$ cat config.mk
export PLATFORM = sky130hd
export DESIGN_NAME = esvb_ctrl
export DESIGN_NICKNAME = d
export VERILOG_FILES = /design/src/hw/esvb_pkg.sv /design/src/hw/esvb_pick.sv /design/src/hw/esvb_ctrl.sv
export VERILOG_INCLUDE_DIRS = /design/src /design/src/hw
export SDC_FILE = /design/constraint.sdc
export NUM_CORES = 2
export LEC_CHECK = 0
export BUFFER_PORTS_ARGS = -buffer_cell sky130_fd_sc_hd__buf_2
export CAP_MARGIN = 20
export CORE_MARGIN = 5
export CORE_UTILIZATION = 40
export CTS_BUF_LIST = sky130_fd_sc_hd__clkbuf_4 sky130_fd_sc_hd__clkbuf_8
export DETAILED_ROUTE_END_ITERATION = 8
export PLACE_DENSITY = 0.62
export SYNTH_ARGS = -nofsm -noshare
export SYNTH_HDL_FRONTEND = slang
export SYNTH_SLANG_ARGS = --single-unit
$ cat constraint.sdc
create_clock -name aclk -period 412 [get_ports aclk]
set_input_delay 123.6 -clock aclk [delete_from_list [all_inputs] [get_ports aclk]]
set_output_delay 123.6 -clock aclk [all_outputs]
set_load 0.05 [all_outputs]
$ cat src/hw/esvb_defs.svh
// Register offsets, field positions and reset values for the exception state block.
`ifndef ESVB_DEFS_SVH
`define ESVB_DEFS_SVH

// ****************************************************************
// Bus geometry and responses
// ****************************************************************
`define ESVB_ADDR_W           8
`define ESVB_RESP_OKAY        2'h0
`define ESVB_RESP_SLVERR      2'h2

// ****************************************************************
// Register offsets
// ****************************************************************
`define ESVB_STATE_OFFSET     8'h00
`define ESVB_VBASE_OFFSET     8'h04

// ****************************************************************
// State register fields
// ****************************************************************
`define ESVB_SVC_SET_BIT      28
`define ESVB_SVC_CLR_BIT      27
`define ESVB_TICK_SET_BIT     26
`define ESVB_TICK_CLR_BIT     25
`define ESVB_PEND_BYTE        3

// ****************************************************************
// Exception numbers and vector base masks
// ****************************************************************
`define ESVB_EXC_NMI          9'h002
`define ESVB_EXC_HARDFAULT    9'h003
`define ESVB_EXC_FIRST_CFG    9'h004
`define ESVB_EXC_SVC_PEND     9'h00e
`define ESVB_EXC_TICK         9'h00f
`define ESVB_EXC_FIRST_IRQ    16
`define ESVB_VBASE_MASK_NAR   32'h3fffff80
`define ESVB_VBASE_MASK_WIDE  32'hffffff80
`define ESVB_VBASE_RESET      32'h00000000

`endif

$ cat src/hw/esvb_pkg.sv
// Types shared by the exception state block and its priority picker.
package esvb_pkg;

  // ****************************************************************
  // Core side status carrier
  // ****************************************************************
  typedef struct packed {
    logic       debug_halted;
    logic       all_fault_block;
    logic [7:0] threshold_priority_mask;
    logic [8:0] program_status_exception_field;
    logic       entry_valid;
    logic [8:0] entry_number;
  } esvb_core_t;

  // ****************************************************************
  // Picker result carrier
  // ****************************************************************
  typedef struct packed {
    logic       found;
    logic [5:0] number;
  } esvb_pick_t;

endpackage : esvb_pkg

$ cat src/hw/esvb_pick.sv
// Combinational selection of the highest-priority pending enabled exception.
`timescale 1ns/100ps
`default_nettype none
`include "esvb_defs.svh"

module esvb_pick #(
  parameter int NUM_EXC = 64
) (
  input  wire logic [NUM_EXC-1:0]   pending,
  input  wire logic [NUM_EXC-1:0]   enabled,
  input  wire logic [NUM_EXC*8-1:0] priority_flat,
  input  wire logic [7:0]           threshold,
  input  wire logic                 fault_block,
  output esvb_pkg::esvb_pick_t      result
);

  // ****************************************************************
  // Scan
  // ****************************************************************
  // Ascending scan with a strict compare lets the lower number win a tie.
  always_comb begin
    logic [8:0] best;
    logic [8:0] cand;
    logic [7:0] prio;
    logic       elig;
    cand   = 9'h000;
    prio   = 8'h00;
    elig   = 1'b0;
    best   = 9'h1ff;
    result = '0;
    for (int i = 2; i < NUM_EXC; i++) begin
      prio = priority_flat[i*8 +: 8];
      if (9'(i) == `ESVB_EXC_NMI) begin
        cand = 9'h000;
      end else if (9'(i) == `ESVB_EXC_HARDFAULT) begin
        cand = 9'h001;
      end else begin
        cand = {1'b0, prio} + 9'h002;
      end
      elig = pending[i] && enabled[i];
      if (fault_block && 9'(i) != `ESVB_EXC_NMI) begin
        elig = 1'b0;
      end
      if (threshold != 8'h00 && 9'(i) >= `ESVB_EXC_FIRST_CFG && prio >= threshold) begin
        elig = 1'b0;
      end
      if (elig && cand < best) begin
        best          = cand;
        result.found  = 1'b1;
        result.number = 6'(i);
      end
    end
  end

endmodule : esvb_pick
`default_nettype wire

$ cat src/hw/esvb_ctrl.sv
// Exception state register and vector base register behind an AXI4-Lite slave.
`timescale 1ns/100ps
`default_nettype none
`include "esvb_defs.svh"

module esvb_ctrl #(
  parameter int NUM_IRQ     = 48,
  parameter bit WIDE_OFFSET = 1'b0
) (
  input  wire logic                          aclk,
  input  wire logic                          aresetn,
  input  wire logic [`ESVB_ADDR_W-1:0]       s_axi_awaddr,
  input  wire logic [2:0]                    s_axi_awprot,
  input  wire logic                          s_axi_awvalid,
  output logic                               s_axi_awready,
  input  wire logic [31:0]                   s_axi_wdata,
  input  wire logic [3:0]                    s_axi_wstrb,
  input  wire logic                          s_axi_wvalid,
  output logic                               s_axi_wready,
  output logic [1:0]                         s_axi_bresp,
  output logic                               s_axi_bvalid,
  input  wire logic                          s_axi_bready,
  input  wire logic [`ESVB_ADDR_W-1:0]       s_axi_araddr,
  input  wire logic [2:0]                    s_axi_arprot,
  input  wire logic                          s_axi_arvalid,
  output logic                               s_axi_arready,
  output logic [31:0]                        s_axi_rdata,
  output logic [1:0]                         s_axi_rresp,
  output logic                               s_axi_rvalid,
  input  wire logic                          s_axi_rready,
  input  wire esvb_pkg::esvb_core_t          core_status,
  input  wire logic                          tick_event,
  input  wire logic [16+NUM_IRQ-1:0]         exc_pending,
  input  wire logic [16+NUM_IRQ-1:0]         exc_enabled,
  input  wire logic [16+NUM_IRQ-1:0]         exc_active,
  input  wire logic [(16+NUM_IRQ)*8-1:0]     exc_priority,
  output logic                               service_call_pending,
  output logic                               tick_pending,
  output logic                               irq_pending_flag,
  output logic [5:0]                         highest_pending_number,
  output logic [31:0]                        vector_table_base,
  output logic                               table_region_bit
);

  localparam int NUM_EXC = 16 + NUM_IRQ;

  // ****************************************************************
  // Write channel capture
  // ****************************************************************
  logic                     aw_held;
  logic [`ESVB_ADDR_W-1:0]  aw_addr;
  logic                     w_held;
  logic [31:0]              w_data;
  logic [3:0]               w_strb;
  logic [31:0]              vector_base_register;

  wire aw_take  = s_axi_awvalid && s_axi_awready;
  wire w_take   = s_axi_wvalid && s_axi_wready;
  wire b_done   = s_axi_bvalid && s_axi_bready;
  wire wr_fire  = aw_held && w_held && !s_axi_bvalid;
  wire wr_state = wr_fire && aw_addr[`ESVB_ADDR_W-1:2] == `ESVB_STATE_OFFSET >> 2;
  wire wr_vbase = wr_fire && aw_addr[`ESVB_ADDR_W-1:2] == `ESVB_VBASE_OFFSET >> 2;
  wire wr_hit   = wr_state || wr_vbase;
  wire pend_we  = wr_state && w_strb[`ESVB_PEND_BYTE];

  always_ff @(posedge aclk) begin
    if (!aresetn) begin
      aw_held <= 1'b0;
      aw_addr <= '0;
    end else if (aw_take) begin
      aw_held <= 1'b1;
      aw_addr <= s_axi_awaddr;
    end else if (wr_fire) begin
      aw_held <= 1'b0;
    end
  end

  always_ff @(posedge aclk) begin
    if (!aresetn) begin
      w_held <= 1'b0;
      w_data <= '0;
      w_strb <= '0;
    end else if (w_take) begin
      w_held <= 1'b1;
      w_data <= s_axi_wdata;
      w_strb <= s_axi_wstrb;
    end else if (wr_fire) begin
      w_held <= 1'b0;
    end
  end

  // Ready is withheld while a captured beat waits for its write, not while only a response waits.
  always_ff @(posedge aclk) begin
    if (!aresetn) begin
      s_axi_awready <= 1'b0;
      s_axi_wready  <= 1'b0;
    end else begin
      s_axi_awready <= !aw_take && !(aw_held && !b_done) && !wr_fire;
      s_axi_wready  <= !w_take && !(w_held && !b_done) && !wr_fire;
    end
  end

  always_ff @(posedge aclk) begin
    if (!aresetn) begin
      s_axi_bvalid <= 1'b0;
      s_axi_bresp  <= `ESVB_RESP_OKAY;
    end else if (wr_fire) begin
      s_axi_bvalid <= 1'b1;
      s_axi_bresp  <= wr_hit ? `ESVB_RESP_OKAY : `ESVB_RESP_SLVERR;
    end else if (b_done) begin
      s_axi_bvalid <= 1'b0;
    end
  end

  // ****************************************************************
  // Pending state of the two pendable system exceptions
  // ****************************************************************
  wire entry_svc  = core_status.entry_valid && core_status.entry_number == `ESVB_EXC_SVC_PEND;
  wire entry_tick = core_status.entry_valid && core_status.entry_number == `ESVB_EXC_TICK;
  wire svc_set    = pend_we && w_data[`ESVB_SVC_SET_BIT];
  wire svc_clr    = (pend_we && w_data[`ESVB_SVC_CLR_BIT]) || entry_svc;
  wire tick_set   = (pend_we && w_data[`ESVB_TICK_SET_BIT]) || tick_event;
  wire tick_clr   = (pend_we && w_data[`ESVB_TICK_CLR_BIT]) || entry_tick;

  // A set arriving with a clear wins, so no event is lost to a racing clear.
  wire next_svc_pending  = svc_set || (service_call_pending && !svc_clr);
  wire next_tick_pending = tick_set || (tick_pending && !tick_clr);

  always_ff @(posedge aclk) begin
    if (!aresetn) begin
      service_call_pending <= 1'b0;
      tick_pending         <= 1'b0;
    end else begin
      service_call_pending <= next_svc_pending;
      tick_pending         <= next_tick_pending;
    end
  end

  // ****************************************************************
  // Vector base register
  // ****************************************************************
  localparam logic [31:0] VBASE_MASK = WIDE_OFFSET ? `ESVB_VBASE_MASK_WIDE
                                                   : `ESVB_VBASE_MASK_NAR;

  logic [31:0] next_vector_base;
  always_comb begin
    next_vector_base = vector_base_register;
    for (int b = 0; b < 4; b++) begin
      if (w_strb[b]) begin
        next_vector_base[b*8 +: 8] = w_data[b*8 +: 8];
      end
    end
    next_vector_base = next_vector_base & VBASE_MASK;
  end

  always_ff @(posedge aclk) begin
    if (!aresetn) begin
      vector_base_register <= `ESVB_VBASE_RESET;
    end else if (wr_vbase) begin
      vector_base_register <= next_vector_base;
    end
  end

  // The table base is the register value itself, counted from address zero.
  wire next_region = WIDE_OFFSET ? next_vector_base[31] : next_vector_base[29];

  always_ff @(posedge aclk) begin
    if (!aresetn) begin
      vector_table_base <= `ESVB_VBASE_RESET;
      table_region_bit  <= 1'b0;
    end else if (wr_vbase) begin
      vector_table_base <= next_vector_base;
      table_region_bit  <= next_region;
    end
  end

  // ****************************************************************
  // Exception status
  // ****************************************************************
  logic [NUM_EXC-1:0]   pend_all;
  logic [NUM_EXC-1:0]   enab_all;
  esvb_pkg::esvb_pick_t pick;

  always_comb begin
    pend_all     = exc_pending;
    enab_all     = exc_enabled;
    pend_all[14] = service_call_pending;
    pend_all[15] = tick_pending;
    enab_all[14] = 1'b1;
    enab_all[15] = 1'b1;
  end

  // The priority picker is wired in here with all exception priorities.
  esvb_pick #(
    .NUM_EXC       (NUM_EXC)
  ) u_pick (
    .pending       (pend_all),
    .enabled       (enab_all),
    .priority_flat (exc_priority),
    .threshold     (core_status.threshold_priority_mask),
    .fault_block   (core_status.all_fault_block),
    .result        (pick)
  );

  wire [5:0] next_highest = pick.found ? pick.number : 6'h00;
  wire       next_irq     = |exc_pending[NUM_EXC-1:`ESVB_EXC_FIRST_IRQ];

  always_ff @(posedge aclk) begin
    if (!aresetn) begin
      highest_pending_number <= 6'h00;
      irq_pending_flag       <= 1'b0;
    end else begin
      highest_pending_number <= next_highest;
      irq_pending_flag       <= next_irq;
    end
  end

  // At most one active bit means nothing preempted waits underneath.
  wire [NUM_EXC-1:0] act_less = exc_active - NUM_EXC'(1);
  wire               ret_base = (exc_active & act_less) == '0;
  wire [8:0]         active_n = core_status.program_status_exception_field;
  wire               dbg_bit  = core_status.debug_halted && next_irq;

  // Reserved positions and both write-only clear bits read as zero.
  wire [31:0] state_rd = {3'h0, service_call_pending, 1'b0, tick_pending,
                          1'b0, 1'b0, dbg_bit, irq_pending_flag, 4'h0,
                          highest_pending_number, ret_base, 2'h0,
                          active_n};

  // ****************************************************************
  // Read channel
  // ****************************************************************
  wire ar_take  = s_axi_arvalid && s_axi_arready;
  wire r_done   = s_axi_rvalid && s_axi_rready;
  wire rd_state = s_axi_araddr[`ESVB_ADDR_W-1:2] == `ESVB_STATE_OFFSET >> 2;
  wire rd_vbase = s_axi_araddr[`ESVB_ADDR_W-1:2] == `ESVB_VBASE_OFFSET >> 2;

  wire [31:0] rd_mux  = rd_state ? state_rd
                      : rd_vbase ? vector_base_register : 32'h00000000;
  wire [1:0]  rd_resp = (rd_state || rd_vbase) ? `ESVB_RESP_OKAY : `ESVB_RESP_SLVERR;

  always_ff @(posedge aclk) begin
    if (!aresetn) begin
      s_axi_arready <= 1'b0;
    end else begin
      s_axi_arready <= !ar_take && !(s_axi_rvalid && !r_done);
    end
  end

  always_ff @(posedge aclk) begin
    if (!aresetn) begin
      s_axi_rvalid <= 1'b0;
      s_axi_rdata  <= 32'h00000000;
      s_axi_rresp  <= `ESVB_RESP_OKAY;
    end else if (ar_take) begin
      s_axi_rvalid <= 1'b1;
      s_axi_rdata  <= rd_mux;
      s_axi_rresp  <= rd_resp;
    end else if (r_done) begin
      s_axi_rvalid <= 1'b0;
    end
  end

endmodule : esvb_ctrl
`default_nettype wire

; Word level (Yosys, flattened, before mapping)
; Index checks and enable logic that the tools add are counted.
[word_totals]
regBits = 117
latchBits = 0
ram_bits = 0
mem_bits_ro = 0
inputBits = 799
output_inout_bits = 83
wordCells = 709
mem_count = 0
[classes]
n_addsub = 61
multipliers = 0
div = 0
order_cmp = 121
n_eq_ne = 4
n_shift = 0
muxes = 259
n_bitwise = 1
reduce_logical = 241
[ops]
columns = op, n
row1 = $mux 9, 61
row2 = $add 8x2->9 const B, 60
row3 = $lt 9x9->1, 60
row4 = $ge 8x8->1, 60
row5 = $mux 7, 62
row6 = $logic_and 1x1->1, 208
row7 = $mux 1, 128
row8 = $and 64x64->64, 1
row9 = $logic_not 64->1, 1
row10 = $sub 64x1->64 const B, 1
row11 = $mux 30, 2
row12 = $reduce_or 48->1, 1
row13 = $mux 8, 3
row14 = $eq 9x4->1 const B, 2
row15 = $eq 6x1->1 const B, 2
row16 = $logic_not 1->1, 12
row17 = $logic_not 6->1, 2
row18 = $reduce_and 2->1, 5
row19 = $lt 1x9->1 const A, 1
row20 = $reduce_bool 2->1, 4
row21 = $reduce_bool 8->1, 1
row22 = $logic_or 1x1->1, 7
row23 = $mux 5, 1
row24 = $mux 2, 2

; Logic depth before layout (Yosys ltp)
[depth]
depth_word = 186
mapped_depth = 708
depth_no_buf = 656

; Cells and area by module
; Synthesis repeated with hierarchy kept, for this count alone.
[unflattened]
hier_cells = 5917
area_unflattened_um2 = 43701.9
[by_module_without_submodules]
columns = module, n_inst, cells_per_inst, area_each_um2, seq_area_each_um2
row1 = esvb_pick, 1, 5312, 38973.6, 0.0
row2 = esvb_ctrl, 1, 605, 4728.3, 2082.0

; Least setup slack after synthesis
; OpenSTA, ideal clock, no wires.
[synth_path]
path_type = input-to-reg
start = input port core_status[21] in the netlist's numbering
end = register highest_pending_number[1]
setup_ns = 0.074
arrival_time_ns = 243.772
required_time_ns = 411.926
slack_ns = 168.154
stages = 631
path_buffers = 57
path_cell_list = inv_1 -> ha_1 -> o21a_2 -> nor2_1 -> or4_1 -> nand3_1 -> clkbuf_1 -> mux2i_1 -> ha_1 -> a21oi_1 -> a2bb2oi_1 -> a211oi_2 -> a2111oi_4 -> and3_4 -> nor2_1 -> clkbuf_1 -> o21ai_0 -> ha_1 -> (+595 left out) -> mux2_4 -> ha_1 -> a21oi_1 -> nor2b_1 -> o21ai_0 -> nand2b_1 -> a21oi_1 -> nor2b_1 -> o21ai_0 -> nand2b_1 -> a2111oi_0 -> o21ai_0 -> nor2_1 -> nor2_1 -> nor2_1 -> o21ai_0 -> o31a_1 -> a31oi_1
[synth_via]
elab_chain_len = 183
word_cells_on_any_way = 420
classes_between = 119 x order compare / 179 x mux / 122 x reduce/logical
[synth_rtl]
columns = item, line_no
row1 = from (decl), esvb_ctrl.sv:31  ; input wire esvb_pkg::esvb_core_t core_status,
row2 = $ge 8x8->1 or $reduce_bool 8->1 (tied branches), -
row3 = $logic_and 1x1->1, esvb_pick.sv:44  ; if (threshold != 8'h00 && 9'(i) >= `ESVB_EXC_FIRST_CFG && prio >= threshold) begin
row4 = $mux 1, esvb_pick.sv:44
row5 = $logic_and 1x1->1, esvb_pick.sv:47  ; if (elig && cand < best) begin
row6 = $mux 9, esvb_pick.sv:47
row7 = $lt 9x9->1, esvb_pick.sv:47
row8 = $logic_and 1x1->1, esvb_pick.sv:47
row9 = $mux 9, esvb_pick.sv:47
row10 = (+167 left out), -
row11 = $mux 9, esvb_pick.sv:47
row12 = $lt 9x9->1, esvb_pick.sv:47
row13 = $logic_and 1x1->1, esvb_pick.sv:47
row14 = $mux 9, esvb_pick.sv:47
row15 = $lt 9x9->1, esvb_pick.sv:47
row16 = $logic_and 1x1->1, esvb_pick.sv:47
row17 = $mux 7 *, esvb_pick.sv:47
row18 = $reduce_and 2->1 (no line), -
row19 = to (signal assigned), esvb_ctrl.sv:213  ; highest_pending_number <= next_highest;
row20 = to (decl), esvb_ctrl.sv:40  ; output logic [5:0] highest_pending_number,
; Every way passes the cells marked *; elsewhere a longest branch is shown, timed or not.
; A chain may end at the register's enable or synchronous reset.

; Final worst setup path
[layout_path]
start = input port core_status[27] in the netlist's numbering
end = register highest_pending_number[5]
[layout_via]
elab_chain_len = 184
word_cells_on_any_way = 364
classes_between = 60 x order compare / 242 x mux / 62 x reduce/logical
[layout_rtl]
columns = item, line_no
row1 = $mux 1, esvb_pick.sv:41  ; if (fault_block && 9'(i) != `ESVB_EXC_NMI) begin
row2 = $logic_and 1x1->1, esvb_pick.sv:47
row3 = $mux 9, esvb_pick.sv:47
row4 = $lt 9x9->1, esvb_pick.sv:47
row5 = $logic_and 1x1->1, esvb_pick.sv:47
row6 = $mux 9, esvb_pick.sv:47
row7 = $lt 9x9->1, esvb_pick.sv:47
row8 = $logic_and 1x1->1, esvb_pick.sv:47
row9 = (+168 left out), -
row10 = $mux 9, esvb_pick.sv:47
row11 = $lt 9x9->1, esvb_pick.sv:47
row12 = $logic_and 1x1->1, esvb_pick.sv:47
row13 = $mux 9, esvb_pick.sv:47
row14 = $lt 9x9->1, esvb_pick.sv:47
row15 = $logic_and 1x1->1, esvb_pick.sv:47
row16 = $mux 7 *, esvb_pick.sv:47
row17 = $reduce_and 2->1 (no line), -
; Marks and branches as above.

==> results.md <==
- Status: completed
- Count of routing violations after the opening detailed-route iteration: 2,855
- Worst Clk Skew: 23.6 ps
- Area of the die: 0.117 mm2
- Total Routed Length: 178,000 um
- Post-synth design cell area: 0.0440 mm2
- Number of cells on the critical path: 590
- Count of H-tree levels built during CTS: 3
- Main combinational cell family by area after synthesis: adder cells
- Total Negative Setup Slacks: 0 ps
- CP Class: input pin to register
- Grt ovf: 0
- Total number of yosys warnings: 0
- Hold wc startpoint: aw_held
- Kind of end point of the critical path: register
- Path category of the worst min-delay check: register to register
- Number of hold-slack violations in the final timing report: 0
- Simple-gate share of the synthesized area: 26.0%
- Startpoint Class: input pin
- Share of async-settable or async-resettable flops after synthesis: 0%
- Number of inserted filler cells in the final layout: 11,200
- Syn-to-layout area delta: 13.0%
- Detail Placement HPWL: 151,000 um
- TritonCTS buffer count: 9
- Port Buffer Count: 809
- Main flop type after synthesis: dfxtp_1
- Number of buffers inserted for hold repair after clock tree synthesis: 0
- Setup crit start: core_status[27]
- Critical path's most frequent cell: a21oi_1
- Routed vias: 47,500
- Vertical die dimension: 342 um
- Area taken by multi-input logic gates: 0.0399 mm2
- RSZ-0062 raised after global routing: no
- Post-CTS Resized: 0
- Initial antenna violation count: 101
- Critical path buffer and inverter count: 27
- Global-route wire length before repair: 265,000 um
- Share of post-route cells with drive strength above 1: 19.4%
- Maximum number of pins on one net before global-route repair: 101
- Post-layout minimum cycle time: 266,560 ps
- Rows: 121
- Actual transition at the worst max-transition pin: 1110 ps
- Number of remaining DRC errors: 0
- Sequential cell area in the final layout: 0.00208 mm2
- Number of enable flip-flop cells after synthesis: 0
- Final setup fails: 0
- Compound-cell area share of the yosys netlist: 26.1%
- Final worst-path cycle share: 64.7%
- Maximum buffer depth of the clock tree: 2
- Source-to-sink clock delay at the later pin of the worst-skew pair: 400 ps
- Syn Inst Count: 5,911
- Global-route total usage across every layer: 28.6%
- Count of cell types in the netlist: 178
- Commonest cells after routing, fill and taps aside: 954 x ha_1, 809 x buf_2, 622 x nand2_1
- Number of buffers added for setup after CTS: 0
- Standard cell with the maximum stage delay on the critical path: a2111oi_0
- Dominant cells by area after synthesis: ha_1 27%, a21oi_1 6.2%, nand2_1 5.3%, o21ai_0 4.9%, dfxtp_1 4.7%
- Post-synthesis mux area share: 4.10%
- Post-Synth XOR/XNOR Area: 6.74%
- Root Buffer: clkbuf_8
- Worst-path clk slew: 120 ps
- Post-synth top area share: 27.1%
- Top-level port count: 882
- Post-layout net count: 8,402
- Adder-cell share of the synthesized area: 27.5%
- Crit path max-delay family: compound AO/OA/AOI/OAI gates
- Reg-to-reg critical path startpoint: service_call_pending
- Worst Reg2Reg Path Length in Cells: 496
- GPL Wtd Cong: 0.947
- Drt via density: 5.80
- Final instance count without filler cells: 8,195
- Wire length per cell: 21.7 um
- CTS tree: built
- Number of global-route vias before repair: 44,900
- Flop2flop setup slack: 293,650 ps
- Hold path cells: 1
- Cell total after placement: 8,114
- Critical path's largest stage delay: 840 ps
- First drt pass iteration count: 6
- Max Fanout on Critical Path: 36
- Cell type contributing the most total cell area after synthesis: ha_1
- Total core area: 0.109 mm2
- Required arrival time at the worst endpoint: 412,250 ps
- CP Data Arrival Time: 266,810 ps
- Final number of max-transition violations: 0
- Max Cap Violations: 0
- Most frequent standard cell in the layout excluding fill and tap cells: ha_1
- Clock sink count: 104
- Residual antenna-violating net count after detailed routing: 0
- DIE WIDTH: 342 um
- FMAX: 3.75 MHz
- Count of state elements after synthesis: 104
- Sequential area share after synthesis: 4.73%
- Post-Syn Area per Cell: 7.45 um2
- Max-slew headroom: 25.8%
- Starting density of the core: 40.3%
-- sequential cells by signal (all words and copies together) (netlist names) --
register,flops
s_axi_rdata,30
vector_table_base,23
w_data,23
aw_addr,6
highest_pending_number,6
w_strb,4
aw_held,1
irq_pending_flag,1
s_axi_arready,1
s_axi_awready,1
s_axi_bresp,1
s_axi_bvalid,1
s_axi_rresp,1
s_axi_rvalid,1
s_axi_wready,1
service_call_pending,1
tick_pending,1
w_held,1
-- cells by family (layout without fill, tap and decap cells) --
group | count (synthesis) | in the layout
XOR/XNOR | 339 | 339
AND/OR/NAND/NOR | 2183 | 2183
other | 1 | 78
flip-flops | 104 | 104
multiplexers | 161 | 161
adder cells (fa/ha/maj) | 973 | 973
AO/OA/AOI/OAI | 1689 | 1689
buffers and inverters | 461 | 1192
-- area by class of cell --
| type | count | share of cell area, % |
|---|---|---|
| Clock inverter | 6 | 0.123 |
| Inverter | 334 | 2.54 |
| Clock buffer | 10 | 0.277 |
| Timing Repair Buffer | 842 | 8.68 |
| Tap cell | 1476 | 3.71 |
| Antenna cell | 65 | 0.327 |
| Multi-Input combinational cell | 5358 | 80.2 |
| Sequential cell | 104 | 4.18 |
-- final timing paths --
| kind | to |
|---|---|
| setup reg to reg | highest_pending_number[5] |
| hold reg to reg | s_axi_awready |
| hold / removal | s_axi_awready |
| setup / recovery | highest_pending_number[5] |
-- synth_stat cells, types with 16 or more instances --
cell,count
o31ai_1,24
o2111ai_1,37
o21ai_0,434
a211o_2,16
a22oi_1,22
mux2_2,55
mux2i_1,82
and2_2,25
a21oi_1,546
nand4_1,31
and3_1,71
nor2b_1,166
nor3_1,72
nor4bb_1,35
maj3_1,19
xnor2_1,179
and4_1,41
nor4_1,28
a2111oi_0,17
nand2b_1,191
a21o_1,57
o21a_1,29
buf_4,23
nor2_1,404
inv_1,331
dfxtp_1,104
ha_1,954
a21o_2,29
nand3_1,263
buf_6,25
clkbuf_1,61
a211oi_1,46
o211ai_1,53
nand2_1,622
xor2_1,160
and2_1,29
or3_1,19
a31oi_1,36
or2_2,30
-- per-layer routing --
metal	global-route usage, %	share of wire (%)	vias up
li1	-	-	23400
met1	34.7	41	22200
met2	49.6	47	1520
met3	5.96	7.5	362
met4	11.1	4.1	54
met5	0	0.20	-
-- through the flow --
step	hold slack [ps]	cell area [um2]	worst slack [ps]	util (%)
floorplan	425	44100	168150	-
CTS	459	49600	147490	45.4
global route	471	49700	134690	45.5
finish	458	49800	145440	45.6
global placement	439	49400	149200	45.3
detailed placement	442	49400	147600	45.3
Power is left out: the tool's default activity adds up to more than one toggle a clock period on the data nets, which glitch-free logic cannot reach.
